## src/rtl/acq_pkg.sv

```systemverilog
`default_nettype none
package acq_pkg;

   ////////////////////////////////////////////////////////////////////////////////
   // clock and time base
   localparam int CLK_KHZ = 125000;
   localparam int TICK_MS = 500;
   // CLK_KHZ is also the count of cycles in one millisecond
   localparam int TICK_CYCLES = TICK_MS * CLK_KHZ;
   localparam int DWELL_MS = 6000;
   localparam int SETTLE_MS = 2500;
   localparam int PROJECT_MS = 1500;
   // a dwell is a longest time, the settle a least time
   localparam int DWELL_TICKS = DWELL_MS / TICK_MS;
   localparam int SETTLE_TICKS = (SETTLE_MS + TICK_MS - 1) / TICK_MS;
   localparam logic [3:0] DWELL_LAST = 4'(DWELL_TICKS - 1);
   localparam logic [3:0] SETTLE_LAST = 4'(SETTLE_TICKS - 1);
   localparam logic [15:0] PROJECT_MS_W = 16'(PROJECT_MS);

   ////////////////////////////////////////////////////////////////////////////////
   // sequencing limits
   localparam logic [6:0] CMD_LIMIT = 7'd60;
   localparam logic [15:0] LOCK_ANGLE_CDEG = 16'h0032;
   localparam logic [2:0] CORNER_LAST = 3'h6;

   ////////////////////////////////////////////////////////////////////////////////
   // register map, byte offsets
   localparam logic [7:0] REG_CMD = 8'h00;
   localparam logic [7:0] REG_CFG = 8'h04;
   localparam logic [7:0] REG_GEOM = 8'h08;
   localparam logic [7:0] REG_ZANGLE = 8'h0c;
   localparam logic [7:0] REG_STATUS = 8'h10;
   localparam logic [7:0] REG_ALARM = 8'h14;
   localparam logic [7:0] REG_COUNT = 8'h18;

   // command bits of REG_CMD
   localparam int CMD_DESIGNATE = 0;
   localparam int CMD_ENTER = 1;
   localparam int CMD_PROCEED = 2;
   localparam int CMD_SEARCH = 3;
   localparam int CMD_ABORT = 4;
   // fields of REG_GEOM
   localparam int GEOM_IN_LIMITS = 16;
   localparam int GEOM_IN_COVER = 17;

   // alarm codes
   localparam logic [7:0] ALARM_NONE = 8'h00;
   localparam logic [7:0] ALARM_NO_LOCK = 8'h01;
   localparam logic [7:0] ALARM_MAN_LIMITS = 8'h02;
   localparam logic [7:0] ALARM_SEARCH_COVER = 8'h03;

   typedef enum logic [2:0] {
      ST_IDLE,
      ST_DESIGNATE,
      ST_CONFIRM,
      ST_SETTLE,
      ST_READ,
      ST_MANUAL,
      ST_SEARCH,
      ST_SEARCH_LOCK
   } seq_state_t;

endpackage : acq_pkg
`default_nettype wire

```

## src/rtl/sense_if.sv

```systemverilog
`default_nettype none
interface sense_if;
   logic tick;
   logic lock_s;
   logic auto_s;
   modport tick_src (output tick);
   modport sync_src (output lock_s, output auto_s);
   modport seq (input tick, input lock_s, input auto_s);
endinterface : sense_if
`default_nettype wire

```

## src/rtl/acq_sequencer.sv

```systemverilog
// Function
// - while designating, raise track permit once pointing error drops below 0.5 deg
// - sample lock valid discrete every half-second tick during designation
// - no lock after 60 rate commands: drop permit, raise alarm, await operator
// - lock during designation ends it and shows antenna angles for confirmation
// - after confirmation wait 2.5 s settle before enabling data reads
// - enter key without computer control selected starts manual acquisition
// - manual entry sets monitor inhibit, minimum deadband, raises track permit
// - monitor inhibit disables the radar angle monitoring function
// - proceed in manual checks antenna coverage limits, alarms if outside
// - manual success restores deadband, clears inhibit, sets manual acquired
// - search dwells 6 s on line of sight then each of six corners, repeating
// - search entry sets search flag, display, permit; permit reasserted per corner
// - line of sight recomputed each dwell with 1.5 s projection
// - search direction outside coverage in rendezvous: alarm, code, halt search
// - in coverage, gyro rate commands issue every half-second tick
// - antenna to +Z angle refreshed periodically into search display
// - lock during search stops pattern, notifies operator, awaits proceed
`default_nettype none
module acq_sequencer #(
   parameter int TICK_CYCLES = acq_pkg::TICK_CYCLES
) (
   // clock and reset
   input wire logic clk,
   input wire logic sys_rst,
   // wishbone slave
   input wire logic wb_cyc_i,
   input wire logic wb_stb_i,
   input wire logic wb_we_i,
   input wire logic [7:0] wb_adr_i,
   input wire logic [3:0] wb_sel_i,
   input wire logic [31:0] wb_dat_i,
   output logic [31:0] wb_dat_o,
   output logic wb_ack_o,
   // radar discretes
   input wire logic lock_valid_discrete,
   input wire logic computer_control_selected,
   output logic angle_track_permit,
   // gyro command loop
   output logic gyro_cmd_strobe,
   output logic [2:0] gyro_target_sel,
   output logic los_recompute_strobe,
   output logic [15:0] los_project_ms,
   // autopilot and monitor
   output logic min_deadband_sel,
   output logic angle_monitor_enable,
   // operator displays
   output logic program_alarm,
   output logic show_antenna_angles,
   output logic search_display,
   output logic [15:0] zangle_display,
   output logic data_read_enable
);
   import acq_pkg::*;

   ////////////////////////////////////////////////////////////////////////////////
   // helpers

   function automatic logic hit(input logic [7:0] adr, input logic [7:0] off);
      hit = (adr[7:2] == off[7:2]);
   endfunction : hit

   function automatic logic [31:0] merge(input logic [31:0] old, input logic [31:0] wd,
                                         input logic [3:0] sel);
      logic [31:0] r;
      r = old;
      for (int i = 0; i < 4; i++)
      begin
         if (sel[i])
            r[i*8 +: 8] = wd[i*8 +: 8];
      end
      merge = r;
   endfunction : merge

   ////////////////////////////////////////////////////////////////////////////////
   // tick and discretes

   sense_if sn ();

   tick_gen #(
      .TICK_CYCLES(TICK_CYCLES)
   ) u_tick (
      .clk(clk),
      .sys_rst(sys_rst),
      .sn(sn.tick_src)
   );

   discrete_sync u_sync (
      .clk(clk),
      .sys_rst(sys_rst),
      .lock_valid_discrete(lock_valid_discrete),
      .computer_control_selected(computer_control_selected),
      .sn(sn.sync_src)
   );

   ////////////////////////////////////////////////////////////////////////////////
   // state

   typedef struct packed {
      seq_state_t st;
      logic ack;
      logic [31:0] rdat;
      logic rnav;
      logic [31:0] geom;
      logic [15:0] zang_in;
      logic [15:0] zang_disp;
      logic permit;
      logic alarm;
      logic [7:0] acode;
      logic inhibit;
      logic min_db;
      logic man_acq;
      logic search;
      logic sdisp;
      logic show_ang;
      logic rd_en;
      logic [6:0] ncmd;
      logic [3:0] tcnt;
      logic [2:0] corner;
      logic gyro;
      logic recomp;
      logic [15:0] proj;
   } seq_t;

   seq_t q, d;

   logic req;
   logic wr;
   logic [4:0] cmd;
   logic [31:0] status_w;
   logic [31:0] count_w;

   assign req = wb_cyc_i & wb_stb_i;
   // a write lands on the edge where ack is sampled high
   assign wr = req & wb_we_i & q.ack;
   assign cmd = (wr && hit(wb_adr_i, REG_CMD) && wb_sel_i[0]) ? wb_dat_i[4:0] : 5'h0;

   assign status_w = {16'h0, q.rd_en, q.show_ang, q.sdisp, q.search, q.man_acq, q.min_db,
                      q.inhibit, q.permit, q.alarm, sn.auto_s, sn.lock_s, 2'h0, q.st};
   assign count_w = {q.zang_disp, 5'h0, q.corner, 1'h0, q.ncmd};

   always_comb
   begin
      d = q;
      d.gyro = 1'b0;
      d.recomp = 1'b0;

      ////////////////////////////////////////////////////////////////////////////
      // bus slave: ack one cycle after the request, dropped the cycle after
      d.ack = req & ~q.ack;
      if (req & ~q.ack & ~wb_we_i)
      begin
         if (hit(wb_adr_i, REG_CFG))
            d.rdat = {31'h0, q.rnav};
         else if (hit(wb_adr_i, REG_GEOM))
            d.rdat = q.geom;
         else if (hit(wb_adr_i, REG_ZANGLE))
            d.rdat = {16'h0, q.zang_in};
         else if (hit(wb_adr_i, REG_STATUS))
            d.rdat = status_w;
         else if (hit(wb_adr_i, REG_ALARM))
            d.rdat = {23'h0, q.alarm, q.acode};
         else if (hit(wb_adr_i, REG_COUNT))
            d.rdat = count_w;
         else
            d.rdat = 32'h0;
      end
      if (wr)
      begin
         if (hit(wb_adr_i, REG_CFG) && wb_sel_i[0])
            d.rnav = wb_dat_i[0];
         else if (hit(wb_adr_i, REG_GEOM))
            d.geom = merge(q.geom, wb_dat_i, wb_sel_i);
         else if (hit(wb_adr_i, REG_ZANGLE))
            d.zang_in = 16'(merge({16'h0, q.zang_in}, wb_dat_i, wb_sel_i));
         else if (hit(wb_adr_i, REG_ALARM) && wb_sel_i[1] && wb_dat_i[8])
            d.alarm = 1'b0;
      end

      ////////////////////////////////////////////////////////////////////////////
      // sequencer; an alarm raised below overrides a clear above
      if (cmd[CMD_ABORT])
      begin
         d.st = ST_IDLE;
         d.permit = 1'b0;
         d.search = 1'b0;
         d.sdisp = 1'b0;
         d.show_ang = 1'b0;
         d.rd_en = 1'b0;
         d.inhibit = 1'b0;
         d.min_db = 1'b0;
      end
      else
      begin
         case (q.st)
            ST_IDLE:
            begin
               if (cmd[CMD_ENTER] && !sn.auto_s)
               begin
                  d.st = ST_MANUAL;
                  d.inhibit = 1'b1;
                  d.min_db = 1'b1;
                  d.permit = 1'b1;
                  d.man_acq = 1'b0;
               end
               else if (cmd[CMD_DESIGNATE] && sn.auto_s)
               begin
                  // permit withheld so the radar answers the designate commands
                  d.st = ST_DESIGNATE;
                  d.permit = 1'b0;
                  d.ncmd = 7'h0;
                  d.show_ang = 1'b0;
                  d.rd_en = 1'b0;
                  d.man_acq = 1'b0;
               end
               else if (cmd[CMD_SEARCH])
               begin
                  d.st = ST_SEARCH;
                  d.search = 1'b1;
                  d.sdisp = 1'b1;
                  d.permit = 1'b1;
                  d.corner = 3'h0;
                  d.tcnt = 4'h0;
                  d.recomp = 1'b1;
                  d.proj = PROJECT_MS_W;
                  d.show_ang = 1'b0;
                  d.rd_en = 1'b0;
               end
            end
            ST_DESIGNATE:
            begin
               if (q.geom[15:0] < LOCK_ANGLE_CDEG)
                  d.permit = 1'b1;
               if (sn.tick)
               begin
                  if (sn.lock_s)
                  begin
                     d.st = ST_CONFIRM;
                     d.show_ang = 1'b1;
                  end
                  else if (q.ncmd == CMD_LIMIT)
                  begin
                     d.st = ST_IDLE;
                     d.permit = 1'b0;
                     d.alarm = 1'b1;
                     d.acode = ALARM_NO_LOCK;
                  end
                  else
                  begin
                     d.gyro = 1'b1;
                     d.ncmd = q.ncmd + 7'h1;
                  end
               end
            end
            ST_CONFIRM:
            begin
               if (cmd[CMD_PROCEED])
               begin
                  d.st = ST_SETTLE;
                  d.tcnt = 4'h0;
               end
            end
            ST_SETTLE:
            begin
               if (sn.tick)
               begin
                  if (q.tcnt == SETTLE_LAST)
                  begin
                     d.st = ST_READ;
                     d.rd_en = 1'b1;
                     d.show_ang = 1'b0;
                  end
                  else
                  begin
                     d.tcnt = q.tcnt + 4'h1;
                  end
               end
            end
            ST_READ:
            begin
               d.rd_en = 1'b1;
            end
            ST_MANUAL:
            begin
               if (cmd[CMD_PROCEED])
               begin
                  if (q.geom[GEOM_IN_LIMITS])
                  begin
                     d.st = ST_READ;
                     d.rd_en = 1'b1;
                     d.min_db = 1'b0;
                     d.inhibit = 1'b0;
                     d.man_acq = 1'b1;
                  end
                  else
                  begin
                     d.alarm = 1'b1;
                     d.acode = ALARM_MAN_LIMITS;
                  end
               end
            end
            ST_SEARCH:
            begin
               if (sn.tick)
               begin
                  if (sn.lock_s)
                  begin
                     d.st = ST_SEARCH_LOCK;
                     d.show_ang = 1'b1;
                  end
                  else if (q.rnav && !q.geom[GEOM_IN_COVER])
                  begin
                     d.st = ST_IDLE;
                     d.alarm = 1'b1;
                     d.acode = ALARM_SEARCH_COVER;
                     d.search = 1'b0;
                     d.sdisp = 1'b0;
                  end
                  else
                  begin
                     d.gyro = q.geom[GEOM_IN_COVER];
                     d.zang_disp = q.zang_in;
                     if (q.tcnt == DWELL_LAST)
                     begin
                        d.tcnt = 4'h0;
                        d.corner = (q.corner == CORNER_LAST) ? 3'h0 : q.corner + 3'h1;
                        d.permit = 1'b1;
                        d.recomp = 1'b1;
                        d.proj = PROJECT_MS_W;
                     end
                     else
                     begin
                        d.tcnt = q.tcnt + 4'h1;
                     end
                  end
               end
            end
            ST_SEARCH_LOCK:
            begin
               if (cmd[CMD_PROCEED])
               begin
                  d.st = ST_SETTLE;
                  d.tcnt = 4'h0;
                  d.search = 1'b0;
                  d.sdisp = 1'b0;
               end
            end
            default:
            begin
               d.st = ST_IDLE;
            end
         endcase
      end
   end

   always_ff @(posedge clk or posedge sys_rst)
   begin
      if (sys_rst)
         q <= '0;
      else
         q <= d;
   end

   ////////////////////////////////////////////////////////////////////////////////
   // outputs

   assign wb_dat_o = q.rdat;
   assign wb_ack_o = q.ack;
   assign angle_track_permit = q.permit;
   assign gyro_cmd_strobe = q.gyro;
   assign gyro_target_sel = q.corner;
   assign los_recompute_strobe = q.recomp;
   assign los_project_ms = q.proj;
   assign min_deadband_sel = q.min_db;
   assign angle_monitor_enable = ~q.inhibit;
   assign program_alarm = q.alarm;
   assign show_antenna_angles = q.show_ang;
   assign search_display = q.sdisp;
   assign zangle_display = q.zang_disp;
   assign data_read_enable = q.rd_en;
endmodule : acq_sequencer
`default_nettype wire

```

## src/rtl/tick_gen.sv

```systemverilog
`default_nettype none
module tick_gen #(
   parameter int TICK_CYCLES = acq_pkg::TICK_CYCLES
) (
   // clock and reset
   input wire logic clk,
   input wire logic sys_rst,
   // tick out
   sense_if.tick_src sn
);
   import acq_pkg::*;

   typedef struct packed {
      logic [31:0] cnt;
      logic tick;
   } tick_state_t;

   tick_state_t q, d;

   always_comb
   begin
      d = q;
      d.tick = 1'b0;
      if (q.cnt == 32'(TICK_CYCLES - 1))
      begin
         d.cnt = 32'h0;
         d.tick = 1'b1;
      end
      else
      begin
         d.cnt = q.cnt + 32'h1;
      end
   end

   always_ff @(posedge clk or posedge sys_rst)
   begin
      if (sys_rst)
         q <= '0;
      else
         q <= d;
   end

   assign sn.tick = q.tick;
endmodule : tick_gen
`default_nettype wire

```

## src/rtl/discrete_sync.sv

```systemverilog
`default_nettype none
module discrete_sync (
   // clock and reset
   input wire logic clk,
   input wire logic sys_rst,
   // radar discretes, asynchronous
   input wire logic lock_valid_discrete,
   input wire logic computer_control_selected,
   // synchronised copies
   sense_if.sync_src sn
);
   typedef struct packed {
      logic [1:0] m1;
      logic [1:0] m2;
   } sync_state_t;

   sync_state_t q, d;

   always_comb
   begin
      d = q;
      d.m1 = {lock_valid_discrete, computer_control_selected};
      d.m2 = q.m1;
   end

   always_ff @(posedge clk or posedge sys_rst)
   begin
      if (sys_rst)
         q <= '0;
      else
         q <= d;
   end

   assign sn.lock_s = q.m2[1];
   assign sn.auto_s = q.m2[0];
endmodule : discrete_sync
`default_nettype wire

```

## config.mk

```make
export PLATFORM = sky130hd
export DESIGN_NAME = acq_sequencer
export DESIGN_NICKNAME = d
export VERILOG_FILES = /design/src/rtl/acq_pkg.sv /design/src/rtl/sense_if.sv /design/src/rtl/acq_sequencer.sv /design/src/rtl/tick_gen.sv /design/src/rtl/discrete_sync.sv
export SDC_FILE = /design/constraint.sdc
export NUM_CORES = 1
export LEC_CHECK = 0
export ABC_AREA = 1
export BUFFER_PORTS_ARGS = -buffer_cell sky130_fd_sc_hd__buf_2
export CAP_MARGIN = 20
export CORE_MARGIN = 2
export CORE_UTILIZATION = 58
export DETAILED_ROUTE_END_ITERATION = 8
export PLACE_DENSITY = 0.92
export SYNTH_ARGS = -nofsm -noshare
export SYNTH_HDL_FRONTEND = slang
export SYNTH_HIERARCHICAL = 1
export SYNTH_SLANG_ARGS = --single-unit
```

## constraint.sdc

```tcl
create_clock -name clk -period 5.1 [get_ports clk]
set_input_delay 0.765 -clock clk [delete_from_list [all_inputs] [get_ports clk]]
set_output_delay 0.765 -clock clk [all_outputs]
set_load 0.05 [all_outputs]
```

## Yosys cells after proc, flatten, opt, wreduce, memory -nomap -nowiden

Cells that the tools add are included.

- Register bits after elaboration: 187
- Latch bits: 0
- Bits in writable memories: 0
- ROM bits: 0
- Output and inout bits: 77
- Logic and storage cells: 250
- Memories kept: 0

- Add/subtract/negate cells: 4
- Multipliers: 0
- Div/mod/pow operators: 0
- Order comparisons: 1
- Equality and inequality tests: 58
- Shift operators: 0
- Mux-type cells: 100
- Bitwise logic cells: 13
- Reduce and logical (&&, ||, !) cells: 43

Operators by type and width:

| operator | number |
|---|---|
| 32-bit two-way mux | 7 |
| 25-bit two-way mux | 3 |
| 17-bit two-way mux | 4 |
| 3-bit two-way mux | 19 |
| 10-bit two-way mux | 5 |
| 7-bit two-way mux | 6 |
| 3-bit != test, second input constant | 13 |
| 18-bit two-way mux | 2 |
| 17-bit case mux with 2 select lines | 1 |
| 32-bit by 1-bit adder with 32-bit output, second input constant | 1 |
| 32-bit by 26-bit == test with 1-bit output, second input constant | 1 |
| 2-bit != test, second input constant | 15 |
| 9-bit two-way mux | 3 |
| 9-bit case mux with 3 select lines | 1 |
| 4-bit two-way mux | 6 |
| 1-bit two-way mux | 22 |
| 11-bit AND reduction | 2 |
| 7-bit AND reduction | 3 |
| 4-bit AND reduction | 5 |
| 5-bit AND reduction | 4 |
| 6-bit by 3-bit == test with 1-bit output, second input constant | 3 |
| 2-bit two-way mux | 9 |
| 3-bit case mux with 6 select lines | 1 |
| 16-bit by 6-bit < comparator with 1-bit output, second input constant | 1 |
| other kinds (43) | 82 |

## Logic depth before layout (Yosys ltp)

- Depth after elaboration: 13
- Gate-level depth with buffers: 14
- Mapped depth without buffers: 14

## By module

Netlist, hierarchy kept.

Modules (own cells, without submodules):

| module | instances | cells each | area each (sq um) | seq. area each (sq um) |
|---|---|---|---|---|
| acq_sequencer | 1 | 889 | 7,018.0 | 3,178.0 |
| tick_gen | 1 | 308 | 2,023.2 | 825.8 |
| discrete_sync | 1 | 5 | 103.8 | 100.1 |

## Worst setup path after synthesis

No wires, ideal clock.

- Path kind: input-to-reg
- From: input port wb_adr_i[4]
- To: register q, in the netlist zangle_display[0]
- Library setup time: 127 ps
- Arrival time: 1,918 ps
- Setup slack: 3,054 ps
- Stages: 7
- Buffers on the path: 1
- Cells stage by stage: nor2_1 > nand3_1 > nor2_4 > nand2_4 > nand2_1 > buf_4 > mux2_1

- Word-level cells in the longest chain between the ends: 6

RTL lines:

| element | line | source |
|---|---|---|
| start, declared | acq_sequencer.sv:30 | `input wire logic [7:0] wb_adr_i,` |
| 6-bit zero test | acq_sequencer.sv:60 | `hit = (adr[7:2] == off[7:2]);` |
| 1-bit logical AND (2 in series) | acq_sequencer.sv:136 | `assign cmd = (wr && hit(wb_adr_i, REG_CMD) && wb_sel_i[0]) ? wb_dat_i[4:0] : 5'h0;` |
| 5-bit two-way mux | acq_sequencer.sv:136 |  |
| 1-bit inverter (no line) | -- |  |
| 5-bit AND reduction (no line) | -- |  |
| end signal, assigned | acq_sequencer.sv:359 | `q <= '0;` |
| end signal, assigned | acq_sequencer.sv:361 | `q <= d;` |
| end, declared | acq_sequencer.sv:125 | `seq_t q, d;` |

Every way passes these cells.
A chain may end at the register's enable or synchronous reset.

## Worst setup path after layout

- From: input port wb_adr_i[4]
- To: register q[91] in the netlist's numbering

- Word-level cells in the longest chain between the ends: 4
- Elaborated cells between the ends (all ways): 5

RTL lines:

| element | line | source |
|---|---|---|
| 6-bit by 1-bit == test with 1-bit output | acq_sequencer.sv:60 |  |
| 1-bit logical AND | acq_sequencer.sv:170 | `if (hit(wb_adr_i, REG_CFG) && wb_sel_i[0])` |
| 1-bit inverter (no line) | -- |  |
| 4-bit AND reduction (no line) (*) | -- |  |

Mark *: on every way between the ends. The rest lies on a longest branch, timed or not.

==> out/qor.yml <==
cts.sinks: 164
finalSetupViolations: 0
cts_tree: "yes"
clock_latency_ns: 0.43
fmaxAchievable_mhz: 359
synth_compound_area_frac: 0.109
startpoint: "wb_adr_i[4]"
power_per_cell_area_nw_per_um2: 347
finalMaxSlewViolations: 0
power.leakage_nw: 5.21
drt_iter0_markers: 922
cts_root_buf: "clkbuf_16"
period_needed_ns: 2.79
grtUsageTotal: 0.288
endpoint_kind: "register"
power_switching_w: 0.00120
grt_pass1_vias: 7697
synthToLayoutAreaGrowth_pct: 9.88
clock_path_buffers: 2
setup_tns_ns: 0
ys.flop_type: "dfrtp_1"
rrSetupSlack_ns: 2.56
die_h_um: 130
holdBufCountCts: 0
ys_seq_area_frac: 0.449
p_int_w: 0.00228
synth-simple-area-share: 0.285
worst_pin_slew_ns: 0.970
cp_data_arrival_time_ns: 3.10
synth_cells: 1202
place_congestion: 0.987
synth_edf_count: 0
via_per_inst: 5.55
synth.distinct_cells: 45
first_pass_iters: 9
synth_xor_area_frac: 0.0182
wire_per_inst_um: 15.8
synth-adder-area-share: 0.00684
vias: 8229
p_comb_frac: 0.220
drtAntennaViolNets: 0
die_width_um: 130
grt_max_degree: 58
rsz0062_at_grt: "no"
hpwl_um: 17000
ys_ff_latch: 164
layout-drive-gt1-share: 0.171
relSlewSlack: 0.352
nets: 1315
p_sw_frac: 0.345
die-area_sq_um: 16800
status: "finished, final reports clean"
finalHoldViolations: 0
period_share: 0.547
cts_buffers: 17
critical_path_class: "input port to register"
synth_area_sq_um: 9150
grt_pass1_wl_um: 37500
finalClockSkew_ns: 0.00823
p_clk_frac: 0.374
insertedDiodeCount: 0
syn-mean-instance-area_sq_um: 7.61
post_dp_cell_area_sq_um: 9440
r2r-end: "zangle_display[0]"
r2r_cells: 7
power_frac_seq: 0.405
antenna_found_initial: 0
synth_top_family_by_area: "simple AND/OR/NAND/NOR gates"
timing.rr.start: "wb_ack_o"
mostFrequentLayoutCell: "nand2_1"
io_buffers: 116
async_reset_ff_frac: 1.00
drt_wl_total_um: 23400
fin_area_sq_um: 10000
startpoint_type: "input port"
core_sq_um: 15300
cts_setup_buffers: 0
synth_mux_area_frac: 0.00369
final_cell_mix: "nand2_1, dfrtp_1, inv_1"
grt.overflow.total: 0
hold_class: "input port to asynchronous set/reset pin"
fp-row-count: 45
drc_errors: 0
crit_end: "q[91]"
path_clk_slew_ns: 0.07
maxCapViolCount: 0
path_max_fanout: 18
io_pins: 128
htree_levels: 4
vdd_ir_drop_max_v: 0.000212
cts_resized: 0
ys_warn_count: 6
start_util: 0.597
required_ns: 5.42
-- power by group through the flow --
stage / combinational [W] / clock, W / sequential, W
floorplan: 0.000556 / 0 / 0.00146
global placement: 0.000735 / 0 / 0.00144
detailed placement: 0.000749 / 0 / 0.00144
CTS: 0.000757 / 0.00131 / 0.00141
global route: 0.000853 / 0.00137 / 0.00142
finish: 0.000769 / 0.00131 / 0.00141
-- how the worst min path moves through the flow --
stage | to | slack (ns)
2_1_floorplan | u_sync/sn.auto_s | 0.33
3_3_place_gp | u_sync/sn.lock_s | 0.33
3_5_place_dp | u_sync/sn.lock_s | 0.34
4_1_cts | u_sync/d[0] | 0.25
5_1_grt | u_sync/d[0] | 0.26
6_report | u_sync/sn.lock_s | 0.26
-- per-layer routing --
layer | vias to the layer above | global-route usage | share of wire
met5 | - | 0 | 0
met4 | 0 | 0.143 | 0.043
met3 | 79 | 0.0706 | 0.092
met2 | 438 | 0.458 | 0.47
met1 | 3835 | 0.370 | 0.40
li1 | 3877 | - | -
-- cell type report --
type / instances / area [sq um]
clock buffers: 19 / 453
clock inverters: 13 / 159
fillers: 1240 / 5270
inverters: 145 / 547
multi-input cells: 810 / 3900
flip-flops and latches: 164 / 4100
well taps: 211 / 264
repair buffers: 121 / 618
-- kinds of logic (layout without fill, tap and decap cells) --
group / Yosys count / after routing
XOR/XNOR: 19 / 19
other: 1 / 9
multiplexers: 3 / 3
buffers and inverters: 236 / 298
flip-flops: 164 / 164
AO/OA/AOI/OAI: 172 / 172
AND/OR/NAND/NOR: 602 / 602
adder cells (fa/ha/maj): 5 / 5
-- flip-flops by register name, summed over array words and instances, names as in the netlist, 2 cells and up --
| name | count |
|---|---|
| q | 61 |
| u_tick/q | 32 |
| wb_dat_o | 32 |
| zangle_display | 16 |
| count_w | 7 |
| gyro_target_sel | 3 |
| u_sync/d | 2 |
-- per-stage QoR --
step / instances / hold WS [ns] / setup WS, ns / power (W) / utilization
after floorplan: 1210 / 0.331 / 0.951 / 0.00201 / -
after global placement: 1451 / 0.332 / 2.02 / 0.00217 / 0.616
after detailed placement: 1451 / 0.339 / 1.96 / 0.00219 / 0.616
after CTS: 1483 / 0.246 / 2.37 / 0.00348 / 0.656
after global routing: 1483 / 0.262 / 2.11 / 0.00364 / 0.656
final: 1483 / 0.256 / 2.31 / 0.00349 / 0.656
-- Yosys cell counts, types with 9 or more instances --
master,count,area share
clkbuf_1,12,0.0049
o22ai_1,11,0.0075
nor2_1,121,0.050
buf_4,71,0.058
dfrtp_1,164,0.45
nor2_4,9,0.011
nand2_1,340,0.14
o21ai_0,88,0.048
o21ai_2,9,0.0086
o21ai_1,10,0.0055
nand3_1,67,0.037
xor2_1,15,0.014
nand2_2,17,0.012
a21oi_1,19,0.010
nand4_1,17,0.012
a22oi_1,16,0.013
inv_1,134,0.055
-- worst max-delay path, cell delays in order --
cell and delay, ns:
buf_2 0.10, nor2_1 0.21, nand2_2 0.12, inv_2 0.09, nand2_2 0.23, nor3_4 0.72
nand3_2 0.55, nand2_1 0.24, o21ai_2 0.07
Note: power is estimated with default switching activity, not from simulation.
